==> config.mk <==
export PLATFORM = sky130hd
export DESIGN_NAME = crit_msi_config
export DESIGN_NICKNAME = d
export VERILOG_FILES = /design/src/include/crit_msi_pkg.sv /design/src/design/crit_msi_attr_resolve.sv /design/src/design/crit_msi_issuer.sv /design/src/design/crit_msi_config.sv
export VERILOG_INCLUDE_DIRS = /design/src /design/src/include
export SDC_FILE = /design/constraint.sdc
export NUM_CORES = 1
export LEC_CHECK = 0
export ABC_AREA = 0
export BUFFER_PORTS_ARGS = -buffer_cell sky130_fd_sc_hd__buf_2
export CAP_MARGIN = 20
export CORE_MARGIN = 1.5
export CORE_UTILIZATION = 60
export DETAILED_ROUTE_END_ITERATION = 7
export HOLD_SLACK_MARGIN = 0.1
export PLACE_DENSITY_LB_ADDON = 0.12
export SYNTH_ARGS = -nofsm -noshare
export SYNTH_HDL_FRONTEND = slang
export SYNTH_SLANG_ARGS = --single-unit
export TNS_END_PERCENT = 100
==> constraint.sdc <==
create_clock -name i_sys_clk -period 3.2 [get_ports i_sys_clk]
set_input_delay 0.32 -clock i_sys_clk [delete_from_list [all_inputs] [get_ports i_sys_clk]]
set_output_delay 0.32 -clock i_sys_clk [all_outputs]
set_load 0.01 [all_outputs]
==> src/include/crit_msi_defs.svh <==
// offsets, field positions, reset values and widths of the critical error msi registers
`ifndef CRIT_MSI_DEFS_SVH
`define CRIT_MSI_DEFS_SVH

// register byte offsets
`define CRIT_MSI_ADDR_LO_OFS 12'hEA0
`define CRIT_MSI_ADDR_HI_OFS 12'hEA4
`define CRIT_MSI_PAYLOAD_OFS 12'hEA8
`define CRIT_MSI_CONTROL_OFS 12'hEAC
`define CRIT_MSI_OFS_W 12
`define CRIT_MSI_WORD_SEL_LSB 2
`define CRIT_MSI_BASE_IDX 10'h3A8

// address field
`define CRIT_MSI_ADDR_FIELD_LSB 2
`define CRIT_MSI_ADDR_FIELD_MSB 55
`define CRIT_MSI_ADDR_W 56

// control register fields
`define CRIT_MSI_EN_BIT 7
`define CRIT_MSI_NS_BIT 6
`define CRIT_MSI_SH_LSB 4
`define CRIT_MSI_SH_MSB 5
`define CRIT_MSI_MT_LSB 0
`define CRIT_MSI_MT_MSB 3

// shareability and memory type codes
`define CRIT_MSI_SH_NONE 2'h0
`define CRIT_MSI_SH_OUTER 2'h2
`define CRIT_MSI_SH_INNER 2'h3
`define CRIT_MSI_MT_DEVICE_TOP 2'h0
`define CRIT_MSI_MT_NORMAL_NC 4'h5

// reset values
`define CRIT_MSI_WORD_RESET 32'h0000_0000
`define CRIT_MSI_EN_RESET 1'b0

`endif

==> src/include/crit_msi_pkg.sv <==
// types shared by the critical error msi configuration block
package crit_msi_pkg;

  // attributes that travel with one interrupt write
  typedef struct packed {
    logic ns;
    logic [1:0] sh;
    logic [3:0] mt;
  } msi_attr_s;

  // one interrupt write as offered to the interconnect
  typedef struct packed {
    logic [55:0] addr;
    logic [31:0] data;
    msi_attr_s attr;
  } msi_req_s;

  // write issuer states, gray along idle -> send -> done
  typedef enum logic [1:0] {
    ISSUE_IDLE = 2'b00,
    ISSUE_SEND = 2'b01,
    ISSUE_DONE = 2'b11
  } issue_state_e;

endpackage

==> src/design/crit_msi_attr_resolve.sv <==
// works out the attributes that an interrupt write really uses
`timescale 1ns/1ps
`include "crit_msi_defs.svh"
module crit_msi_attr_resolve #(
  parameter bit SEC_CFG = 1'b1,
  parameter bit NS_WRITE_OK = 1'b0,
  parameter bit SEC_FIXED = 1'b1,
  parameter bit SH_CFG = 1'b1,
  parameter logic [1:0] SH_FIXED = 2'h2,
  parameter bit MT_CFG = 1'b1,
  parameter logic [3:0] MT_FIXED = 4'h0
) (
  // programmed control word
  input wire logic [31:0] i_control,
  // resolved attributes
  output crit_msi_pkg::msi_attr_s o_attr
);
  logic [3:0] mt_eff;
  logic [1:0] sh_eff;
  logic ns_eff;

  always_comb begin
    // outside the custom layout a non-secure writer may never steer writes into secure space
    if (NS_WRITE_OK) begin
      ns_eff = 1'b1;
    end else if (SEC_CFG) begin
      ns_eff = i_control[`CRIT_MSI_NS_BIT];
    end else begin
      ns_eff = SEC_FIXED;
    end
    mt_eff = MT_CFG ? i_control[`CRIT_MSI_MT_MSB:`CRIT_MSI_MT_LSB] : MT_FIXED;
    sh_eff = SH_CFG ? i_control[`CRIT_MSI_SH_MSB:`CRIT_MSI_SH_LSB] : SH_FIXED;
    // device or fully non-cacheable normal memory is outer shareable
    if (mt_eff[3:2] == `CRIT_MSI_MT_DEVICE_TOP || mt_eff == `CRIT_MSI_MT_NORMAL_NC) begin
      sh_eff = `CRIT_MSI_SH_OUTER;
    end
    o_attr.ns = ns_eff;
    o_attr.sh = sh_eff;
    o_attr.mt = mt_eff;
  end
endmodule // crit_msi_attr_resolve

==> src/design/crit_msi_issuer.sv <==
// issues one interrupt write per enabled critical error not already pending, and holds it until accepted
`timescale 1ns/1ps
module crit_msi_issuer (
  // clock and reset
  input wire logic i_sys_clk,
  input wire logic i_resetn,
  // event side
  input wire logic i_event,
  input wire logic i_enable,
  input crit_msi_pkg::msi_req_s i_req,
  // interconnect side
  input wire logic i_msi_ready,
  output logic o_msi_valid,
  output crit_msi_pkg::msi_req_s o_msi_req,
  output logic o_busy
);
  typedef struct packed {
    crit_msi_pkg::issue_state_e state;
    logic pending;
    logic valid;
    logic busy;
    crit_msi_pkg::msi_req_s req;
  } issue_state_s;

  issue_state_s st_r;
  issue_state_s st_nxt;

  always_comb begin
    st_nxt = st_r;
    case (st_r.state)
      crit_msi_pkg::ISSUE_IDLE: begin
        if (st_r.pending) begin
          // payload and attributes are sampled at launch, not at the event
          st_nxt.req = i_req;
          st_nxt.valid = 1'b1;
          st_nxt.pending = 1'b0;
          st_nxt.state = crit_msi_pkg::ISSUE_SEND;
        end
      end
      crit_msi_pkg::ISSUE_SEND: begin
        if (i_msi_ready) begin
          st_nxt.valid = 1'b0;
          st_nxt.state = crit_msi_pkg::ISSUE_DONE;
        end
      end
      crit_msi_pkg::ISSUE_DONE: begin
        st_nxt.state = crit_msi_pkg::ISSUE_IDLE;
      end
      default: begin
        st_nxt.state = crit_msi_pkg::ISSUE_IDLE;
        st_nxt.valid = 1'b0;
      end
    endcase
    // an event in the launch cycle stays pending: set beats clear
    if (i_event && i_enable) begin
      st_nxt.pending = 1'b1;
    end
    // registered from the next state so the busy port comes from a flop
    st_nxt.busy = st_nxt.pending || (st_nxt.state != crit_msi_pkg::ISSUE_IDLE);
  end

  always_ff @(posedge i_sys_clk or negedge i_resetn) begin
    if (!i_resetn) begin
      st_r <= '0;
    end else begin
      st_r <= st_nxt;
    end
  end

  assign o_msi_valid = st_r.valid;
  assign o_msi_req = st_r.req;
  assign o_busy = st_r.busy;
endmodule // crit_msi_issuer

==> src/design/crit_msi_config.sv <==
// critical error msi configuration registers and interrupt write launch
`timescale 1ns/1ps
`include "crit_msi_defs.svh"
module crit_msi_config #(
  parameter int PA_BITS = 48,
  parameter bit IRQ_CFG_PRESENT = 1'b1,
  parameter bit CRIT_IRQ_PRESENT = 1'b1,
  parameter bit RECOMMENDED_LAYOUT = 1'b1,
  parameter bit EN_SUPPORT = 1'b1,
  parameter bit SEC_CFG = 1'b1,
  parameter bit NS_WRITE_OK = 1'b0,
  parameter bit SEC_RESET = 1'b0,
  parameter bit SEC_FIXED = 1'b1,
  parameter bit SH_CFG = 1'b1,
  parameter logic [1:0] SH_FIXED = 2'h2,
  parameter bit MT_CFG = 1'b1,
  parameter logic [3:0] MT_FIXED = 4'h0
) (
  // clock and reset
  input wire logic i_sys_clk,
  input wire logic i_resetn,
  // register access port
  input wire logic i_reg_wr,
  input wire logic i_reg_rd,
  input wire logic i_reg_ns,
  input wire logic [`CRIT_MSI_OFS_W-1:0] i_reg_addr,
  input wire logic [31:0] i_reg_wdata,
  output logic [31:0] o_reg_rdata,
  output logic o_reg_rvalid,
  // error event
  input wire logic i_crit_err,
  // interrupt write to the interconnect
  input wire logic i_msi_ready,
  output logic o_msi_valid,
  output logic [`CRIT_MSI_ADDR_W-1:0] o_msi_addr,
  output logic [31:0] o_msi_data,
  output logic o_msi_ns,
  output logic [1:0] o_msi_sh,
  output logic [3:0] o_msi_mt,
  output logic o_msi_busy
);
  localparam int NWORDS = 4;
  localparam bit PRESENT = IRQ_CFG_PRESENT && (CRIT_IRQ_PRESENT || !RECOMMENDED_LAYOUT);
  localparam bit STD = PRESENT && RECOMMENDED_LAYOUT;
  localparam bit CUSTOM = PRESENT && !RECOMMENDED_LAYOUT;
  localparam logic [`CRIT_MSI_OFS_W-1:0] BASE_OFS = `CRIT_MSI_ADDR_LO_OFS;

  // implemented address bits: field 55:2 cut down to the physical size
  localparam logic [63:0] PA_TOP = (PA_BITS >= `CRIT_MSI_ADDR_W) ?
    64'hFFFF_FFFF_FFFF_FFFF : ((64'h0000_0000_0000_0001 << PA_BITS) - 64'h0000_0000_0000_0001);
  localparam logic [63:0] ADDR_MASK = PA_TOP & 64'h00FF_FFFF_FFFF_FFFC;

  // writable bits of the control word
  localparam logic [31:0] CTRL_MASK = {24'h00_0000,
    EN_SUPPORT,
    SEC_CFG && !NS_WRITE_OK,
    {2{SH_CFG}}, {4{MT_CFG}}};
  localparam logic [31:0] CTRL_RESET = {24'h00_0000, `CRIT_MSI_EN_RESET,
    SEC_RESET && SEC_CFG && !NS_WRITE_OK, 6'h00};

  // per word write masks; a custom layout keeps every bit as plain storage
  localparam logic [NWORDS-1:0][31:0] WMASK = CUSTOM ? {4{32'hFFFF_FFFF}} :
    STD ? {CTRL_MASK, 32'hFFFF_FFFF, ADDR_MASK[63:32], ADDR_MASK[31:0]} :
    {4{32'h0000_0000}};
  localparam logic [NWORDS-1:0][31:0] WRESET = {CTRL_RESET, {3{`CRIT_MSI_WORD_RESET}}};

  typedef struct packed {
    logic [NWORDS-1:0][31:0] word;
    logic [31:0] rdata;
    logic rvalid;
  } cfg_state_s;

  cfg_state_s st_r;
  cfg_state_s st_nxt;

  logic in_window;
  logic [1:0] word_sel;
  logic [NWORDS-1:0] word_hit;
  logic [NWORDS-1:0][31:0] word_wr;
  logic ctrl_refused;
  crit_msi_pkg::msi_attr_s attr_eff;
  crit_msi_pkg::msi_req_s req_now;
  crit_msi_pkg::msi_req_s req_out;
  logic gen_enable;

  // the four words sit in one aligned 16-byte window
  assign in_window = (i_reg_addr[`CRIT_MSI_OFS_W-1:`CRIT_MSI_WORD_SEL_LSB+2] ==
    BASE_OFS[`CRIT_MSI_OFS_W-1:`CRIT_MSI_WORD_SEL_LSB+2]);
  assign word_sel = i_reg_addr[`CRIT_MSI_WORD_SEL_LSB+1:`CRIT_MSI_WORD_SEL_LSB];

  // protected control: in the recommended layout a non-secure writer cannot change the control word, though it can still write the address words
  assign ctrl_refused = i_reg_ns && SEC_CFG && !NS_WRITE_OK;

  genvar gi;
  generate
    for (gi = 0; gi < NWORDS; gi++) begin : g_word
      logic refused;
      assign refused = (gi == NWORDS - 1) && ctrl_refused && STD;
      assign word_hit[gi] = i_reg_wr && in_window && (word_sel == gi) && !refused;
      // only writable bits take the new value; the rest keep their reset value
      assign word_wr[gi] = (i_reg_wdata & WMASK[gi]) | (st_r.word[gi] & ~WMASK[gi]);
    end
  endgenerate

  always_comb begin
    st_nxt = st_r;
    for (int k = 0; k < NWORDS; k++) begin
      if (word_hit[k]) begin
        st_nxt.word[k] = word_wr[k];
      end
    end
    // reads answer one cycle later; unmapped offsets read zero
    st_nxt.rvalid = i_reg_rd;
    st_nxt.rdata = 32'h0000_0000;
    if (i_reg_rd && in_window) begin
      st_nxt.rdata = st_r.word[word_sel] & WMASK[word_sel];
    end
  end

  // unknown reset values are held at zero so simulation stays defined
  always_ff @(posedge i_sys_clk or negedge i_resetn) begin
    if (!i_resetn) begin
      st_r.word <= WRESET;
      st_r.rdata <= 32'h0000_0000;
      st_r.rvalid <= 1'b0;
    end else begin
      st_r <= st_nxt;
    end
  end

  crit_msi_attr_resolve #(
    .SEC_CFG(SEC_CFG),
    .NS_WRITE_OK(NS_WRITE_OK),
    .SEC_FIXED(SEC_FIXED),
    .SH_CFG(SH_CFG),
    .SH_FIXED(SH_FIXED),
    .MT_CFG(MT_CFG),
    .MT_FIXED(MT_FIXED)
  ) u_attr (
    .i_control(st_r.word[NWORDS-1]),
    .o_attr(attr_eff)
  );

  // the written address is the field shifted left two places
  assign req_now.addr = {st_r.word[1][23:0], st_r.word[0][31:2], 2'b00};
  assign req_now.data = st_r.word[2];
  assign req_now.attr = attr_eff;
  assign gen_enable = PRESENT && CRIT_IRQ_PRESENT &&
    (EN_SUPPORT ? st_r.word[NWORDS-1][`CRIT_MSI_EN_BIT] : 1'b1);

  crit_msi_issuer u_issue (
    .i_sys_clk(i_sys_clk),
    .i_resetn(i_resetn),
    .i_event(i_crit_err),
    .i_enable(gen_enable),
    .i_req(req_now),
    .i_msi_ready(i_msi_ready),
    .o_msi_valid(o_msi_valid),
    .o_msi_req(req_out),
    .o_busy(o_msi_busy)
  );

  assign o_msi_addr = req_out.addr;
  assign o_msi_data = req_out.data;
  assign o_msi_ns = req_out.attr.ns;
  assign o_msi_sh = req_out.attr.sh;
  assign o_msi_mt = req_out.attr.mt;
  assign o_reg_rdata = st_r.rdata;
  assign o_reg_rvalid = st_r.rvalid;
endmodule // crit_msi_config

; ---- After elaboration in Yosys (flattened, before gate mapping)
; Cells that the tools add are included.
[op_classes]
reduce_logical = 17
n_mux = 13
n_eq_ne = 9
bitwise_logic = 5
magnitude_cmp = 1
[ops]
columns = cell, n
row1 = 32-bit binary-select mux with 2-bit select, 2
row2 = 32-bit 2-to-1 mux, 3
row3 = 32-bit AND, 1
row4 = 16-bit by 32-bit OR with 32-bit output, 1
row5 = 32-bit by 2-bit OR with 32-bit output, 1
row6 = 8-bit by 32-bit OR with 32-bit output, 1
row7 = 8-bit equality test (second input constant), 1
row8 = 1-bit logical AND, 8
row9 = 2-bit equality test (second input constant), 3
row10 = 2-bit logical NOT, 3
row11 = 2-bit by 1-bit equality test with 1-bit output (second input constant), 2
row12 = 4-bit by 3-bit equality test with 1-bit output (second input constant), 1
row13 = 2-bit 2-to-1 mux, 2
row14 = 4-bit 2-to-1 mux, 1
row15 = 2-bit one-hot mux with 2 select lines, 1
row16 = 2-bit by 3-bit less-than comparator with 1-bit output (second input constant), 1
row17 = 1-bit 2-to-1 mux, 3
row18 = 1-bit one-hot mux with 3 select lines, 1
row19 = 3-bit AND reduction, 1
row20 = 1-bit logical OR, 2
row21 = 2-bit by 1-bit inequality test with 1-bit output (second input constant), 1
row22 = 2-bit inequality test (second input constant), 1
row23 = 2-bit AND reduction, 1
row24 = 2-bit nonzero test, 1
row25 = other kinds (2), 2
[word_totals]
word_cells = 60
input_bits = 51
register_bits = 259
out_inout_bits = 130

; ---- Depth between registers and ports, before layout
[logic_depth]
depth_word = 4
mapped_depth = 6
depth_no_buf = 3

; ---- Hierarchy
; Synthesis repeated with hierarchy kept, for this count alone.
[hier_totals]
hier_cells = 674
hier_area_um2 = 9761.9
[modules_own_cells]
columns = module, area_per_inst_um2, cells_per_inst, instances
row1 = crit_msi_config, 5253.8, 351, 1
row2 = crit_msi_issuer, 4445.5, 314, 1
row3 = crit_msi_attr_resolve, 62.6, 9, 1

; ---- Worst setup path after synthesis
; OpenSTA, ideal clock, no wires.
[synth_timing]
path_type = reg2reg
start = register u_issue.st_r[99] in the netlist's numbering
end = register u_issue.st_r, in the netlist u_issue.o_msi_req[11]
stages_incl_launch_ff = 5
synth_period_minus_slack_ps = 1540
required_ps = 3075
t_arrival_ps = 1416
setup_slack_ps = 1660
path_cell_list = dfrtp_1 nor3b_2 buf_2 buf_4 mux2_2
[synth_between]
elab_chain_cells = 2
[synth_rtl]
columns = element, line_no
row1 = from (decl), crit_msi_issuer.sv:25  ; issue_state_s st_r;
row2 = from (signal assigned), crit_msi_issuer.sv:66  ; st_r <= st_nxt;
row3 = 2-bit logical NOT, crit_msi_issuer.sv:30  ; case (st_r.state)
row4 = 2-bit AND reduction (no source line), --
; Every way passes these cells.
; A chain may end at the register's enable or synchronous reset.

; ---- Worst setup path after layout
[layout_timing]
start = input port i_reg_addr[3]
end = register st_r, in the netlist req_now[12]
[layout_between]
elab_chain_cells = 2
[layout_rtl]
columns = element, line_no
row1 = from (decl), crit_msi_config.sv:26  ; input wire logic [`CRIT_MSI_OFS_W-1:0] i_reg_addr,
row2 = 2-bit equality test, crit_msi_config.sv:99  ; assign word_hit[gi] = i_reg_wr && in_window && (word_sel == gi) && !refused;
row3 = 1-bit logical AND, crit_msi_config.sv:99
row4 = to (signal assigned), crit_msi_config.sv:127  ; st_r <= st_nxt;
row5 = to (decl), crit_msi_config.sv:73  ; cfg_state_s st_r;
; Every way passes these cells.

==> summary.txt <==
Power
  – P_leak: 5.732 nW
  – Net Sw Frac: 0.2069
  – Combinational Power Share: 0.045
  – Clock power share: 0.453
  – Power per Cell Area: 519.3 mW/mm^2
  – Seq pwr share: 0.502
  – Internal Power: 4.278 mW
  – IR drop worst, VDD: 0.0003925 V
  – Sw power: 1.116 mW

Critical path
  – Worst path slowest cell: and2b_1
  – Cell Chain, Critical Path: buf_2 > and2b_1 > nand4_4 > buf_4 > mux2_4
  – Critical Path Sink: req_now[12]
  – CP arrival: between 2000 and 2500 ps
  – Worst path depth: 5
  – Top Family by Delay on Critical Path: simple AND/OR/NAND/NOR gates
  – Startpoint Class: input port
  – Crit-path max FO: 15
  – Kind of critical path: input port to register
  – R2R Path Start: u_issue.st_r[98]
  – Cell depth of the worst flop-to-flop path: 3
  – Critical path's largest stage delay: around 440 ps
  – Reg-to-Reg End: u_issue.o_msi_req[60]
  – CP endpoint kind: register
  – R2r setup slk: roughly 1500 ps
  – WP data required: 3560 ps
  – Critical Path Start: i_reg_addr[3]
  – Bufs and invs on worst path: 2

Placed design
  – Placed inst area: 0.009423 mm^2
  – Port buffer count: 168
  – GP Congestion: 0.7661
  – Pre-CTS setup slack: 851.1 ps
  – DP HPWL: ~11000 um

Final layout
  – # diodes: 0
  – Layout area overhead: 11.60%
  – Layout cells sized above 1: 0.5389
  – Fin area: between 0.01 and 0.015 mm^2
  – Nets: 785

Job
  – Max cap viols: 0

Timing
  – Setup Skew: between 8 and 9 ps
  – Minimum clock period: 1833 ps
  – Slew margin rel.: 0.5664
  – RSZ-0062 raised after global routing: no
  – Final setup violation count: 0
  – Period utilisation layout: 0.5728
  – Slew @ Worst Pin: 650.5 ps
  – Fin. max-slew vios: 0
  – Hold Fails Final Rpt: 0
  – Setup TNS: 0 ps
  – Peak Freq: 0.5456 GHz
  – Final worst setup slack: 1367 ps

Floorplanning
  – Core Area: 0.01520 mm^2
  – Num rows: 45
  – Initial Utilization: 0.6123
  – Die area: 0.01627 mm^2
  – Ports: 181
  – Die Span X: 127.6 um
  – Die Ht: roughly 130 um

Clock tree
  – CTS tree: yes
  – Worst-path clk slew: 60 ps
  – Post-CTS Hold Buffers: 27
  – Postcts setup bufs: 0
  – Clk sink count: 209
  – Clk root buf: clkbuf_16
  – CTS Buffer Depth: 3
  – TritonCTS buffer count: 21
  – Post-CTS Resized: 0
  – Worst-skew pair later-pin latency: 480 ps
  – H-tree depth: 1

Yosys
  – Syn. warnings: 0
  – FFs w/ async S/R, synth: 1.000
  – Sequential area share after synthesis: 0.5618
  – Number of flops mapped to enable cells by yosys: 0
  – Yosys reg bits: 209
  – Cell area after synthesis: 0.009309 mm^2
  – Mapped Cells: 648
  – Main synth FF type: dfrtp_1
  – Post-synth cell types: 34
  – Syn_area_per_cell: 14.37 um^2

Global route
  – First-pass GRT wire length: 28110 um
  – Initial antenna violation count: 1
  – Gr usage total: 0.2212
  – Largest net degree at the start of global routing: between 80 and 90
  – Vias in the first global route: 5241
  – Grt total ovfl: 0

Worst hold path
  – Hold/Removal Path Class: input port to register

Detailed routing
  – WL final: 17480 um
  – Post-DR vias/cell: 5.351
  – Drt drc: 0
  – Antenna Nets Post-Route: 0
  – WL/cell: 18.71 um
  – Via count: 4998
  – DRT Pass-1 Iters: 4
  – DR iter-0 viols: around 250

Outcome
  – Status: finished, final reports clean
## area by class of cell
type | count | area [um^2]
multi-input cells | 294 | 2980
flip-flops and latches | 209 | 5230
well taps | 188 | 235.2
fillers | 1082 | 4813
inverters | 2 | 7.507
repair buffers | 206 | 1240
clock buffers | 29 | 615.6
clock inverters | 6 | 80.08
## power groups by stage
stage	registers (mW)	clock network (mW)	logic (mW)
after detailed placement	2.75	0	0.223
after global placement	2.75	0	0.215
after CTS	2.71	2.51	0.249
after global routing	2.71	2.59	0.272
after floorplan	2.75	0	0.110
final	2.71	2.44	0.244
## layer usage
metal	vias up	share of wire	GRT usage
li1	2255	-	-
met1	2564	0.43	0.2937
met2	144	0.49	0.3720
met3	33	0.061	0.04648
met4	2	0.019	0.06150
met5	-	0.00074	0
## layout by cell type, fill, tap and decap left out, drive strengths merged
cell type	synthesis	layout
dfrtp	209	209
buf	149	178
mux2	171	171
clkbuf	3	30
dlygate4sd3	0	27
mux2i	24	24
nor2	24	24
nand2	12	12
conb	1	10
or2	9	9
a21oi	9	9
mux4	6	6
nor2b	6	6
nand4	5	5
clkinv	0	4
nand2b	3	3
and2b	2	2
a22oi	2	2
inv	2	2
bufinv	0	2
and4bb	1	1
and4b	1	1
nand3	1	1
nor3	1	1
nand4b	1	1
o21ai	1	1
nor3b	1	1
o22ai	1	1
a31oi	1	1
o22a	1	1
and3b	1	1
## through the flow
stage	utilization	hold WS, ps	std cells	power [mW]
final	0.6834	125.4	934	5.394
after global routing	0.6834	110.8	934	5.576
after CTS	0.6834	100.5	934	5.460
after detailed placement	0.6198	388.7	872	2.977
after global placement	0.6198	377.8	872	2.966
after floorplan	-	24.41	657	2.858
## cells in the mapped netlist (2+ instances only)
| cell type | n | area share |
|---|---|---|
| a21oi_1 | 9 | 0.0048 |
| a22oi_1 | 2 | 0.0016 |
| and2b_1 | 2 | 0.0016 |
| buf_2 | 7 | 0.0038 |
| buf_4 | 137 | 0.11 |
| buf_6 | 5 | 0.0060 |
| clkbuf_1 | 3 | 0.0012 |
| dfrtp_1 | 209 | 0.56 |
| inv_1 | 2 | 0.00081 |
| mux2_1 | 2 | 0.0024 |
| mux2_2 | 129 | 0.16 |
| mux2_4 | 40 | 0.065 |
| mux2i_1 | 24 | 0.026 |
| mux4_2 | 6 | 0.015 |
| nand2_1 | 12 | 0.0048 |
| nand2b_1 | 3 | 0.0020 |
| nand4_2 | 2 | 0.0027 |
| nand4_4 | 2 | 0.0046 |
| nor2_1 | 24 | 0.0097 |
| nor2b_1 | 6 | 0.0040 |
| or2_2 | 9 | 0.0060 |
## registers in the layout (all words and copies together), names as in the netlist
name	cells
st_r	7
o_reg_rvalid	1
o_reg_rdata	32
u_issue.o_msi_valid	1
req_now	78
u_issue.o_busy	1
u_issue.o_msi_req	85
u_issue.st_r	3
gen_enable	1
## kinds of logic after synthesis
kind of cell	after synthesis	synth area share
compound gates	15	0.009274
buf+inv	154	0.1223
flops	209	0.5618
mux	201	0.2633
other cells	1	0.0004028
simple gates	68	0.04287
## worst min-delay path by stage
| stage | start | to | slack, ps | depth (start not counted) |
|---|---|---|---|---|
| 3_5_place_dp | i_resetn | u_issue.o_msi_req[41] | 390 | 1 |
| 2_1_floorplan | i_resetn | gen_enable | 20 | 0 |
| 4_1_cts | i_reg_wdata[9] | req_now[80] | 100 | 2 |
| 5_1_grt | i_reg_wdata[9] | req_now[80] | 110 | 2 |
| 6_report | i_reg_wdata[3] | req_now[10] | 130 | 2 |
| 3_3_place_gp | i_resetn | u_issue.o_msi_req[41] | 380 | 1 |
No activity file was read; power rests on OpenSTA's default activity.
